**config.mk**
```make
export PLATFORM = sky130hd
export DESIGN_NAME = pde_pin_control
export DESIGN_NICKNAME = d
export VERILOG_FILES = /design/src/pde_pkg.sv /design/src/pde_pin_control.sv /design/src/pde_sync.sv
export VERILOG_INCLUDE_DIRS = /design/src
export SDC_FILE = /design/constraint.sdc
export NUM_CORES = 1
export LEC_CHECK = 0
export BUFFER_PORTS_ARGS = -buffer_cell sky130_fd_sc_hd__buf_2
export CAP_MARGIN = 20
export CORE_MARGIN = 2
export CORE_UTILIZATION = 53
export CTS_CLUSTER_DIAMETER = 150
export DETAILED_ROUTE_END_ITERATION = 7
export GPL_ROUTABILITY_DRIVEN = 0
export PLACE_DENSITY = 0.8
export SLEW_MARGIN = 20
export SYNTH_ARGS = -nofsm -noshare
export SYNTH_HDL_FRONTEND = slang
export SYNTH_HIERARCHICAL = 1
export SYNTH_SLANG_ARGS = --single-unit
```
**constraint.sdc**
```tcl
create_clock -name clk -period 2 [get_ports clk]
set_input_delay 0.3 -clock clk [delete_from_list [all_inputs] [get_ports clk]]
set_output_delay 0.3 -clock clk [all_outputs]
set_load 0.05 [all_outputs]
```
**src/pde_consts.svh**
```systemverilog
// Offsets, reset values and field positions of the port pin control block.
// Assumes a 32-bit APB slave decoding an 8-bit byte address.
`ifndef PDE_CONSTS_SVH
`define PDE_CONSTS_SVH

// Register byte addresses
`define PDE_OFF_FIRST_PINS   8'h00
`define PDE_OFF_FIRST_LATCH  8'h04
`define PDE_OFF_FIRST_DIR    8'h08
`define PDE_OFF_SECOND_PINS  8'h0c
`define PDE_OFF_SECOND_LATCH 8'h10
`define PDE_OFF_SECOND_DIR   8'h14
`define PDE_OFF_ANALOG_SEL   8'h18
`define PDE_OFF_SLEW         8'h1c
`define PDE_OFF_IRQ_STATUS   8'h20
`define PDE_OFF_IRQ_MASK     8'h24

// Reset values
`define PDE_RST_FIRST_DIR    8'hff
`define PDE_RST_SECOND_DIR   3'h7
`define PDE_RST_ANALOG_SEL   3'h7
`define PDE_RST_SLEW         5'h00
`define PDE_RST_LARGE        1'b0
`define PDE_RST_MCLR_EN      1'b1

// Second port direction register fields; the input-only bit sits in the second port pins register
`define PDE_BIT_IN_FULL      7
`define PDE_BIT_OUT_FULL     6
`define PDE_BIT_OVERFLOW     5
`define PDE_BIT_SLAVE_SEL    4
`define PDE_BIT_INPUT_ONLY   3

// Slew control: bits at and above this exist on the large package only
`define PDE_SLEW_LARGE_LSB   3

// Interrupt status bits
`define PDE_IRQ_RECEIVED     0
`define PDE_IRQ_SENT         1
`define PDE_IRQ_OVERFLOW     2

// First pin shared with the PWM channels
`define PDE_PWM_FIRST        5
`define PDE_SLAVE_BIT_SHOWN  4

// Cycles after reset release before the straps are caught
`define PDE_STRAP_WAIT       2'd2
`define PDE_STRAP_DONE       2'd3

`endif

```
**src/pde_pkg.sv**
```systemverilog
// Types shared by the port pin control block.
// Assumes the constants header is compiled alongside.
package pde_pkg;
    typedef enum logic [1:0] {
        PDE_MODE_PORT,
        PDE_MODE_SLAVE,
        PDE_MODE_PWM,
        PDE_MODE_HIZ
    } pde_pin_mode_t;
endpackage

```
**src/pde_pin_control.sv**
```systemverilog
// Pin control for an 8-bit shared port and a 4-bit port, with APB registers.
// Assumes slave handshake and PWM logic run on clk; pins are asynchronous.
`timescale 1ns/1ps
`include "pde_consts.svh"

module pde_pin_control
    import pde_pkg::*;
(
    // Clock and reset
    input  wire logic        clk,
    input  wire logic        arst_n,
    // APB slave
    input  wire logic        psel,
    input  wire logic        penable,
    input  wire logic        pwrite,
    input  wire logic [7:0]  paddr,
    input  wire logic [31:0] pwdata,
    output logic      [31:0] prdata,
    output logic             pready,
    output logic             pslverr,
    // First port pins
    input  wire logic [7:0]  firstPortIn,
    output logic      [7:0]  firstPortOut,
    output logic      [7:0]  firstPortOe_n,
    // Second port pins
    input  wire logic [3:0]  secondPortIn,
    output logic      [2:0]  secondPortOut,
    output logic      [2:0]  secondPortOe_n,
    // Straps
    input  wire logic        largePackage,
    input  wire logic        masterClearPinEnable,
    // PWM unit, channels B, C, D in bits 0..2
    input  wire logic [2:0]  pwmData,
    input  wire logic [2:0]  pwmSelect,
    input  wire logic        pwmMultiOutput,
    input  wire logic        pwmShutdown,
    input  wire logic        pwmShutdownTristate,
    // Slave handshake logic
    input  wire logic        slaveWriteStrobe,
    input  wire logic        slaveReadStrobe,
    input  wire logic        slaveReadDrive,
    // Status outputs
    output logic             masterClearReq,
    output logic             slavePortActive,
    output logic             irq
);
    ////////////////////////////////////////////////////////////////////////////
    logic [7:0]    firstSync;
    logic [3:0]    secondSync;
    logic [1:0]    strapSync;
    logic [1:0]    strapCnt_q;
    logic          large_q;
    logic          mclrEn_q;
    logic [7:0]    firstLatch_q;
    logic [7:0]    firstDir_q;
    logic [7:0]    inBuf_q;
    logic [2:0]    secondLatch_q;
    logic [2:0]    secondDir_q;
    logic [2:0]    analogSel_q;
    logic [4:0]    slew_q;
    logic          slaveSel_q;
    logic          inFull_q;
    logic          outFull_q;
    logic          overflow_q;
    logic [2:0]    irqStatus_q;
    logic [2:0]    irqMask_q;
    logic          slaveActive;
    logic          setup;
    logic          access;
    logic          wrEn;
    logic          rdInBuf;
    logic          cpuLatchWr;
    logic          mapped;
    logic [31:0]   readData;
    logic [7:0]    firstOut_d;
    logic [7:0]    firstOe_d;
    logic [2:0]    secondOut_d;
    logic [2:0]    secondOe_d;
    logic [2:0]    irqSet;
    pde_pin_mode_t firstMode [8];

    pde_sync #(.W(8)) uFirstSync (
        .clk    (clk),
        .arst_n (arst_n),
        .d      (firstPortIn),
        .q      (firstSync)
    );
    pde_sync #(.W(4)) uSecondSync (
        .clk    (clk),
        .arst_n (arst_n),
        .d      (secondPortIn),
        .q      (secondSync)
    );
    pde_sync #(.W(2)) uStrapSync (
        .clk    (clk),
        .arst_n (arst_n),
        .d      ({largePackage, masterClearPinEnable}),
        .q      (strapSync)
    );

    ////////////////////////////////////////////////////////////////////////////
    // Straps are caught once, after the synchroniser has settled
    always_ff @(posedge clk or negedge arst_n)
    begin
        if (!arst_n)
        begin
            strapCnt_q <= 2'h0;
            large_q    <= `PDE_RST_LARGE;
            mclrEn_q   <= `PDE_RST_MCLR_EN;
        end
        else if (strapCnt_q != `PDE_STRAP_DONE)
        begin
            strapCnt_q <= strapCnt_q + 2'h1;
            if (strapCnt_q == `PDE_STRAP_WAIT)
            begin
                large_q  <= strapSync[1];
                mclrEn_q <= strapSync[0];
            end
        end
    end

    ////////////////////////////////////////////////////////////////////////////
    // APB decode: one wait-free access phase after each setup
    assign setup      = psel & ~penable;
    assign access     = psel & penable & pready;
    assign wrEn       = access & pwrite;
    assign slaveActive = slaveSel_q & ~pwmMultiOutput & large_q;
    assign rdInBuf    = access & ~pwrite & slaveActive & (paddr == `PDE_OFF_FIRST_PINS);
    assign cpuLatchWr = wrEn & ((paddr == `PDE_OFF_FIRST_PINS) |
                                (paddr == `PDE_OFF_FIRST_LATCH));

    always_comb
    begin
        readData = 32'h0;
        mapped   = 1'b1;
        case (paddr)
            `PDE_OFF_FIRST_PINS:
                if (large_q)
                    readData[7:0] = slaveActive ? inBuf_q : firstSync;
            `PDE_OFF_FIRST_LATCH:
                if (large_q)
                    readData[7:0] = firstLatch_q;
            `PDE_OFF_FIRST_DIR:
                if (large_q)
                    readData[7:0] = firstDir_q;
            `PDE_OFF_SECOND_PINS:
            begin
                if (large_q)
                    readData[2:0] = secondSync[2:0] & ~analogSel_q;
                readData[`PDE_BIT_INPUT_ONLY] = secondSync[3] & ~mclrEn_q;
            end
            `PDE_OFF_SECOND_LATCH:
                if (large_q)
                    readData[2:0] = secondLatch_q;
            `PDE_OFF_SECOND_DIR:
                if (large_q)
                begin
                    readData[`PDE_BIT_IN_FULL]   = inFull_q;
                    readData[`PDE_BIT_OUT_FULL]  = outFull_q;
                    readData[`PDE_BIT_OVERFLOW]  = overflow_q;
                    readData[`PDE_BIT_SLAVE_SEL] = slaveSel_q;
                    readData[2:0]                = secondDir_q;
                end
            `PDE_OFF_ANALOG_SEL:
                if (large_q)
                    readData[2:0] = analogSel_q;
            `PDE_OFF_SLEW:
                readData[4:0] = large_q ? slew_q : {2'h0, slew_q[2:0]};
            `PDE_OFF_IRQ_STATUS:
                readData[2:0] = irqStatus_q;
            `PDE_OFF_IRQ_MASK:
                readData[2:0] = irqMask_q;
            default:
                mapped = 1'b0;
        endcase
    end

    always_ff @(posedge clk or negedge arst_n)
    begin
        if (!arst_n)
        begin
            prdata  <= 32'h0;
            pready  <= 1'b0;
            pslverr <= 1'b0;
        end
        else
        begin
            pready  <= setup;
            pslverr <= setup & ~mapped;
            if (setup & ~pwrite)
                prdata <= readData;
        end
    end

    ////////////////////////////////////////////////////////////////////////////
    // Software-written registers; only the slew and interrupt mask writes land on the small package
    always_ff @(posedge clk or negedge arst_n)
    begin
        if (!arst_n)
        begin
            firstLatch_q  <= 8'h00;
            firstDir_q    <= `PDE_RST_FIRST_DIR;
            secondLatch_q <= 3'h0;
            secondDir_q   <= `PDE_RST_SECOND_DIR;
            analogSel_q   <= `PDE_RST_ANALOG_SEL;
            slew_q        <= `PDE_RST_SLEW;
            slaveSel_q    <= 1'b0;
            irqMask_q     <= 3'h0;
        end
        else if (wrEn)
        begin
            if (large_q & cpuLatchWr)
                firstLatch_q <= pwdata[7:0];
            if (large_q & (paddr == `PDE_OFF_FIRST_DIR))
                firstDir_q <= pwdata[7:0];
            if (large_q & ((paddr == `PDE_OFF_SECOND_PINS) |
                           (paddr == `PDE_OFF_SECOND_LATCH)))
                secondLatch_q <= pwdata[2:0];
            if (large_q & (paddr == `PDE_OFF_SECOND_DIR))
            begin
                secondDir_q <= pwdata[2:0];
                slaveSel_q  <= pwdata[`PDE_BIT_SLAVE_SEL];
            end
            if (large_q & (paddr == `PDE_OFF_ANALOG_SEL))
                analogSel_q <= pwdata[2:0];
            if (paddr == `PDE_OFF_SLEW)
                slew_q <= large_q ? pwdata[4:0] : {2'h0, pwdata[2:0]};
            if (paddr == `PDE_OFF_IRQ_MASK)
                irqMask_q <= pwdata[2:0];
        end
    end

    ////////////////////////////////////////////////////////////////////////////
    // Slave buffer flags; a hardware set wins over a clear in the same cycle
    always_ff @(posedge clk or negedge arst_n)
    begin
        if (!arst_n)
        begin
            inBuf_q    <= 8'h00;
            inFull_q   <= 1'b0;
            outFull_q  <= 1'b0;
            overflow_q <= 1'b0;
        end
        else
        begin
            if (slaveActive & slaveWriteStrobe)
                inBuf_q <= firstSync;
            if (slaveActive & slaveWriteStrobe)
                inFull_q <= 1'b1;
            else if (rdInBuf)
                inFull_q <= 1'b0;
            if (slaveActive & cpuLatchWr)
                outFull_q <= 1'b1;
            else if (slaveReadStrobe)
                outFull_q <= 1'b0;
            if (slaveActive & slaveWriteStrobe & inFull_q & ~rdInBuf)
                overflow_q <= 1'b1;
            else if (large_q & wrEn & (paddr == `PDE_OFF_SECOND_DIR))
                overflow_q <= pwdata[`PDE_BIT_OVERFLOW];
        end
    end

    ////////////////////////////////////////////////////////////////////////////
    // Interrupts: sticky, write one to clear, set wins
    assign irqSet[`PDE_IRQ_RECEIVED] = slaveActive & slaveWriteStrobe;
    assign irqSet[`PDE_IRQ_SENT]     = slaveActive & slaveReadStrobe & outFull_q;
    assign irqSet[`PDE_IRQ_OVERFLOW] = slaveActive & slaveWriteStrobe & inFull_q & ~rdInBuf;

    always_ff @(posedge clk or negedge arst_n)
    begin
        if (!arst_n)
        begin
            irqStatus_q <= 3'h0;
            irq         <= 1'b0;
        end
        else
        begin
            if (wrEn & (paddr == `PDE_OFF_IRQ_STATUS))
                irqStatus_q <= (irqStatus_q & ~pwdata[2:0]) | irqSet;
            else
                irqStatus_q <= irqStatus_q | irqSet;
            irq <= |(irqStatus_q & irqMask_q);
        end
    end

    ////////////////////////////////////////////////////////////////////////////
    // Pin muxing, priority PWM > slave > port
    always_comb
    begin
        firstOut_d = 8'h00;
        firstOe_d  = 8'hff;
        for (int i = 0; i < 8; i++)
        begin
            if (!large_q)
                firstMode[i] = PDE_MODE_HIZ;
            else if (i >= `PDE_PWM_FIRST && pwmSelect[i-`PDE_PWM_FIRST] && !firstDir_q[i])
                firstMode[i] = (pwmShutdown & pwmShutdownTristate) ?
                               PDE_MODE_HIZ : PDE_MODE_PWM;
            else if (slaveActive)
                firstMode[i] = PDE_MODE_SLAVE;
            else
                firstMode[i] = PDE_MODE_PORT;
            case (firstMode[i])
                PDE_MODE_PORT:
                begin
                    firstOut_d[i] = firstLatch_q[i];
                    firstOe_d[i]  = firstDir_q[i];
                end
                PDE_MODE_SLAVE:
                begin
                    firstOut_d[i] = firstLatch_q[i];
                    firstOe_d[i]  = ~slaveReadDrive;
                end
                PDE_MODE_PWM:
                begin
                    firstOut_d[i] = pwmData[i-`PDE_PWM_FIRST];
                    firstOe_d[i]  = 1'b0;
                end
                default:
                begin
                    firstOut_d[i] = 1'b0;
                    firstOe_d[i]  = 1'b1;
                end
            endcase
        end
    end

    // Slave handshake pins are inputs while the slave port runs and on the small package;
    // otherwise the direction bits rule even over analog-selected pins.
    always_comb
    begin
        secondOut_d = 3'h0;
        secondOe_d  = 3'h7;
        if (large_q & ~slaveActive)
        begin
            secondOut_d = secondLatch_q;
            secondOe_d  = secondDir_q;
        end
    end

    always_ff @(posedge clk or negedge arst_n)
    begin
        if (!arst_n)
        begin
            firstPortOut    <= 8'h00;
            firstPortOe_n   <= 8'hff;
            secondPortOut   <= 3'h0;
            secondPortOe_n  <= 3'h7;
            slavePortActive <= 1'b0;
            masterClearReq  <= 1'b0;
        end
        else
        begin
            firstPortOut    <= firstOut_d;
            firstPortOe_n   <= firstOe_d;
            secondPortOut   <= secondOut_d;
            secondPortOe_n  <= secondOe_d;
            slavePortActive <= slaveActive;
            masterClearReq  <= mclrEn_q & ~secondSync[3];
        end
    end
endmodule // pde_pin_control

```
**src/pde_sync.sv**
```systemverilog
// Two-flop synchroniser for pin levels.
// Assumes the input changes slowly compared to clk.
`timescale 1ns/1ps
module pde_sync #(
    parameter int W = 1
) (
    // Clock and reset
    input  wire logic         clk,
    input  wire logic         arst_n,
    // Level in and out
    input  wire logic [W-1:0] d,
    output logic      [W-1:0] q
);
    logic [W-1:0] meta_q;

    always_ff @(posedge clk or negedge arst_n)
    begin
        if (!arst_n)
        begin
            meta_q <= '0;
            q      <= '0;
        end
        else
        begin
            meta_q <= d;
            q      <= meta_q;
        end
    end
endmodule // pde_sync

```
After elaboration in Yosys (flattened, before gate mapping)
Index checks and enable logic that the tools add are counted.

word-level totals
  output and inout port bits = 59
  register bits = 115
  input bits = 71

operators by class
  bitwise logic cells = 48
  reductions and logical operators = 28
  $add $sub $neg = 1
  multiplexer cells = 50
  equal/unequal tests = 19

operators by type and width
  operator                                       count
  == test 8 x 5 -> 1 bit, second input constant  4
  2-to-1 mux 8 bit                               4
  AND 1 bit                                      30
  case mux 3 bit (10 select lines)               1
  case mux 1 bit (3 select lines)                8
  2-to-1 mux 3 bit                               7
  == test 8 x 4 -> 1 bit, second input constant  2
  == test 8 x 6 -> 1 bit, second input constant  2
  case mux 1 bit (2 select lines)                8
  AND reduction 2 bit                            8
  2-to-1 mux 2 bit                               7
  case mux 3 bit (4 select lines)                1
  == test 2 bit, second input constant           5
  2-to-1 mux 5 bit                               2
  case mux 1 bit (5 select lines)                2
  OR reduction 10 bit                            1
  AND 3 bit                                      3
  2-to-1 mux 1 bit                               9
  NOT 1 bit                                      9
  == test 2 x 1 -> 1 bit, second input constant  4
  == test 8 x 3 -> 1 bit, second input constant  1
  logical NOT 2 bit                              4
  logical NOT 8 bit                              1
  OR reduction 2 bit                             4
  other kinds (10)                               19

Depth between registers and ports, before layout
  word-level depth = 9
  mapped depth = 7
  gate-level depth less buffers = 5

By module
Netlist, hierarchy kept.

modules (own cells, without submodules)
  module                  area each (µm²)  cells an instance  times used
  pde_pin_control         4,389.2          380                1
  pde_sync (uFirstSync)   400.4            16                 1
  pde_sync (uSecondSync)  200.2            8                  1
  pde_sync (uStrapSync)   100.1            4                  1

Least setup slack after synthesis
Ideal clock, no wire load.

  kind = register to register
  start point = register pready
  end point = register slaveSel_q
  arrival = 1.857 ns
  path buffers = 2
  clock period less this slack = 1.982 ns
  stages on the path, launching flop included = 7
  required time = 1.875 ns
  library setup time = 0.125 ns
  path slack = 0.018 ns
  cell sequence = dfrtp_1 and4_4 and2_1 buf_2 and4_1 buf_2 mux2_2

on the way
  cells in the longest elaborated chain, start to end = 3

RTL lines
  element                        RTL line                text
  from (decl)                    pde_pin_control.sv:19   output logic pready,
  from (signal assigned)         pde_pin_control.sv:188  pready <= setup;
  AND 1 bit                      pde_pin_control.sv:125  assign access = psel & penable & pready;
  AND 1 bit                      pde_pin_control.sv:126  assign wrEn = access & pwrite;
  AND reduction 2 bit (no line)  n/a
  to (signal assigned)           pde_pin_control.sv:222  slaveSel_q <= pwdata[`PDE_BIT_SLAVE_SEL];
  to (decl)                      pde_pin_control.sv:61   logic slaveSel_q;

Every way passes these cells.
A chain may end at the register's enable or synchronous reset.

Worst setup path in the final report
Ends and elaborated chain as after synthesis.

==> results.yml <==
route:
  firstDrtPassIters: 5
  drc_errors: 0
  dr_total_vias: 3608
  drt-total-wl_mm: 11.58
  vias_per_cell: 5.417
  wl_per_cell_um: 17.39
  ant_nets: 0
  drt_iter0_markers: 245
worst_setup_path:
  max_stage_delay_ns: 0.40
  crit_fanout: 5
  rrSetupSlack_ns: 0.27
  worst-endpoint-arrival_ns: 2.12
  crit_type: "reg -> reg"
  crit_family: "simple AND/OR/NAND/NOR gates"
  cp.required_ns: 2.39
  r2r_end: "slaveSel_q"
  path_buf_inv: 0
  crit_slowest_cell: "and4_1"
  r2r_start: "pready"
  cp-start-kind: "register"
  cp_cell_sequence: "and4_4 -> and2_1 -> and4_1 -> mux2_2"
  rr_worst_depth: 4
  end_kind: "register"
floorplan:
  ioPinCount: 130
  start_util: 0.5482
  fp.dieW_um: 102.0
  core-area_um2: 9284
  die_y_um: 102.0
  die-area_um2: 10400
  rows: 35
placed_design:
  dpl_cell_area_um2: 5630
  hpwl_mm: 8.046
  dp.cells: 617
  io_buffers: 81
  preCtsSetupSlack_ns: 0.1774
clock_network:
  cts_tree: "yes"
  cts_buffer_depth: 2
  clk_latency_ns: 0.52
  cts_resized: 0
  cts_buffers: 17
  path_clk_slew_ns: 0.06
  cts.sinks: 115
  cts-htree-levels: 4
  cts-root-buf: "clkbuf_8"
worst_hold_path:
  hold_start: "pwmData[2]"
  hold_end: "firstPortOut[7]"
  hp-class: "in -> reg"
  min_path_cells: 3
cells_and_area:
  final_cell_mix: "dfrtp_1 (89), buf_2 (80), mux2_2 (41)"
  num_antenna_cells: 0
  fill_cells: 700
  final_core_util: 0.6844
  syn_to_final_growth_pct: 24.83
  final_common_cell: "dfrtp_1"
  nNetsFinal: 597
  design_area_um2: 6354
  layout-drive-gt1-share: 0.4041
  fin_cells: 666
status:
  status: "completed"
power_and_ir_drop:
  leakage_nw: 3.119
  ir_drop_mv: 0.6389
  fin_total_pwr_mw: 5.724
  power_density_nw_per_um2: 900.9
yosys:
  synth_edf_count: 0
  syn_area_per_cell_um2: 12.48
  ys.flop_type: "dfrtp_1"
  ys_warn_count: 6
  synth_seq_cells: 115
  syn_area_um2: 5090
  yosysUniqueCellTypes: 59
  async_reset_ff_frac: 1.000
  postSynthCellCount: 408
  ys_seq_area_frac: 0.5718
sta:
  relSlewSlack: 0.6663
  setup_viol: 0
  final.period_utilization: 0.8640
  timing.setup.tns_ns: 0
  max_clock_freq_mhz: 578.7
  hold_viol: 0
  fin_crit_ns: 1.728
  slew_violations: 0
  skew_ns: 0.01207
  worst_pin_slew_ns: 0.5005
  hold_ws_ns: 0.02557
  setup_slack_ns: 0.2720
  rsz0062_at_grt: "false"
global_route:
  grt_pass1_wl_mm: 18.61
  track_usage: 0.2397
  antenna_found_initial: 0
  grt_max_degree: 39
  grt_pass1_vias: 3745
  grt_overflow: 0
flow_run:
  max-cap-violations: 0
-- layout make-up --
class,instances,area (um^2),area share
well taps,129,161.4,0.02540
clock buffers,22,442.9,0.06971
flip-flops and latches,115,2910,0.4581
clock inverters,10,110.1,0.01733
inverters,9,33.78,0.005317
multi-input cells,263,1942,0.3056
repair buffers,118,753.2,0.1186
-- flip-flops by register name (all words and copies together) (netlist names), 2 cells and up --
name                flops
firstDir_q              8
firstLatch_q            8
firstPortOe_n           8
firstPortOut            8
inBuf_q                 8
prdata                  8
uFirstSync/meta_q       8
uFirstSync/q            8
slew_q                  5
uSecondSync/meta_q      4
uSecondSync/q           4
analogSel_q             3
irqMask_q               3
irqStatus_q             3
secondDir_q             3
secondLatch_q           3
secondPortOe_n          3
secondPortOut           3
strapCnt_q              2
uStrapSync/meta_q       2
uStrapSync/q            2
-- report_power, final --
part	switching, mW	leakage (nW)	internal (mW)
combinational	0.366	1.43	0.139
sequential	0.0227	1.43	2.40
clock	1.01	0.261	1.79
-- synthesized netlist by cell type, types with 2 or more instances --
| master | n | area, um^2 |
|---|---|---|
| nor2b_1 | 6 | 37.54 |
| and4_4 | 2 | 22.52 |
| or2_2 | 3 | 18.77 |
| clkbuf_1 | 5 | 18.77 |
| a221oi_1 | 2 | 17.52 |
| a32oi_1 | 3 | 26.28 |
| a22oi_1 | 5 | 37.54 |
| a32o_1 | 4 | 40.04 |
| nor4b_4 | 3 | 71.32 |
| ha_1 | 2 | 25.02 |
| nor4_4 | 2 | 42.54 |
| o21ai_0 | 24 | 120.1 |
| nand2_1 | 36 | 135.1 |
| nand4_1 | 3 | 18.77 |
| buf_4 | 26 | 195.2 |
| nor3_2 | 2 | 20.02 |
| a31oi_1 | 2 | 12.51 |
| nor3_1 | 2 | 10.01 |
| o211ai_1 | 6 | 45.04 |
| mux2i_1 | 11 | 110.1 |
| mux2_1 | 5 | 56.30 |
| nand3_1 | 10 | 50.05 |
| and3_1 | 5 | 31.28 |
| a22o_1 | 4 | 35.03 |
| nand3b_1 | 2 | 15.01 |
| dfstp_2 | 26 | 683.2 |
| inv_1 | 9 | 33.78 |
| buf_6 | 2 | 22.52 |
| nand2b_1 | 5 | 31.28 |
| buf_2 | 10 | 50.05 |
| nor2_1 | 11 | 41.29 |
| and2_1 | 10 | 62.56 |
| mux2_2 | 41 | 461.7 |
| a21oi_1 | 5 | 25.02 |
| o22ai_1 | 2 | 12.51 |
| dfrtp_1 | 89 | 2227 |
-- tightest hold or removal path: stages --
cell and delay [ns]:
buf_2 0.10, nand2_1 0.04, mux2i_1 0.06
-- layer usage --
metal / wire length (um) / vias to the layer above / global-route usage
met5: 0 / - / 0
met4: 324 / 0 / 0.1067
met3: 850 / 40 / 0.06703
met2: 5792 / 177 / 0.3998
met1: 4615 / 1747 / 0.2926
li1: - / 1644 / -
-- worst max path at each step --
stage	slack [ns]	start	to	cells past startpoint
detailed placement	0.18	paddr[2]	slew_q[1]	5
floorplan	0.02	pready	slaveSel_q	6
finish	0.27	pready	slaveSel_q	4
global placement	0.21	paddr[2]	slew_q[1]	5
global route	0.19	large_q	prdata[0]	6
CTS	0.29	slaveSel_q	prdata[6]	6
-- cells by family (layout without fill, tap and decap cells) --
| kind of cell | Yosys count | count (layout) | share of synthesized area |
|---|---|---|---|
| adder cells (fa/ha/maj) | 2 | 2 | 0.004916 |
| XOR/XNOR | 1 | 1 | 0.001721 |
| AO/OA/AOI/OAI | 66 | 66 | 0.08751 |
| buffers and inverters | 53 | 159 | 0.06367 |
| multiplexers | 57 | 57 | 0.1234 |
| other | 1 | 24 | 0.0007368 |
| flip-flops | 115 | 115 | 0.5718 |
| AND/OR/NAND/NOR | 113 | 113 | 0.1463 |
-- timing repair --
| action | in CTS | in global routing |
|---|---|---|
| setup buffers | 0 | 0 |
| hold buffers | 17 | 0 |
| setup endpoints to repair | 0 | 0 |
| endpoints found under the hold margin | 50 | 0 |
Power figures use the tool's default switching activity.
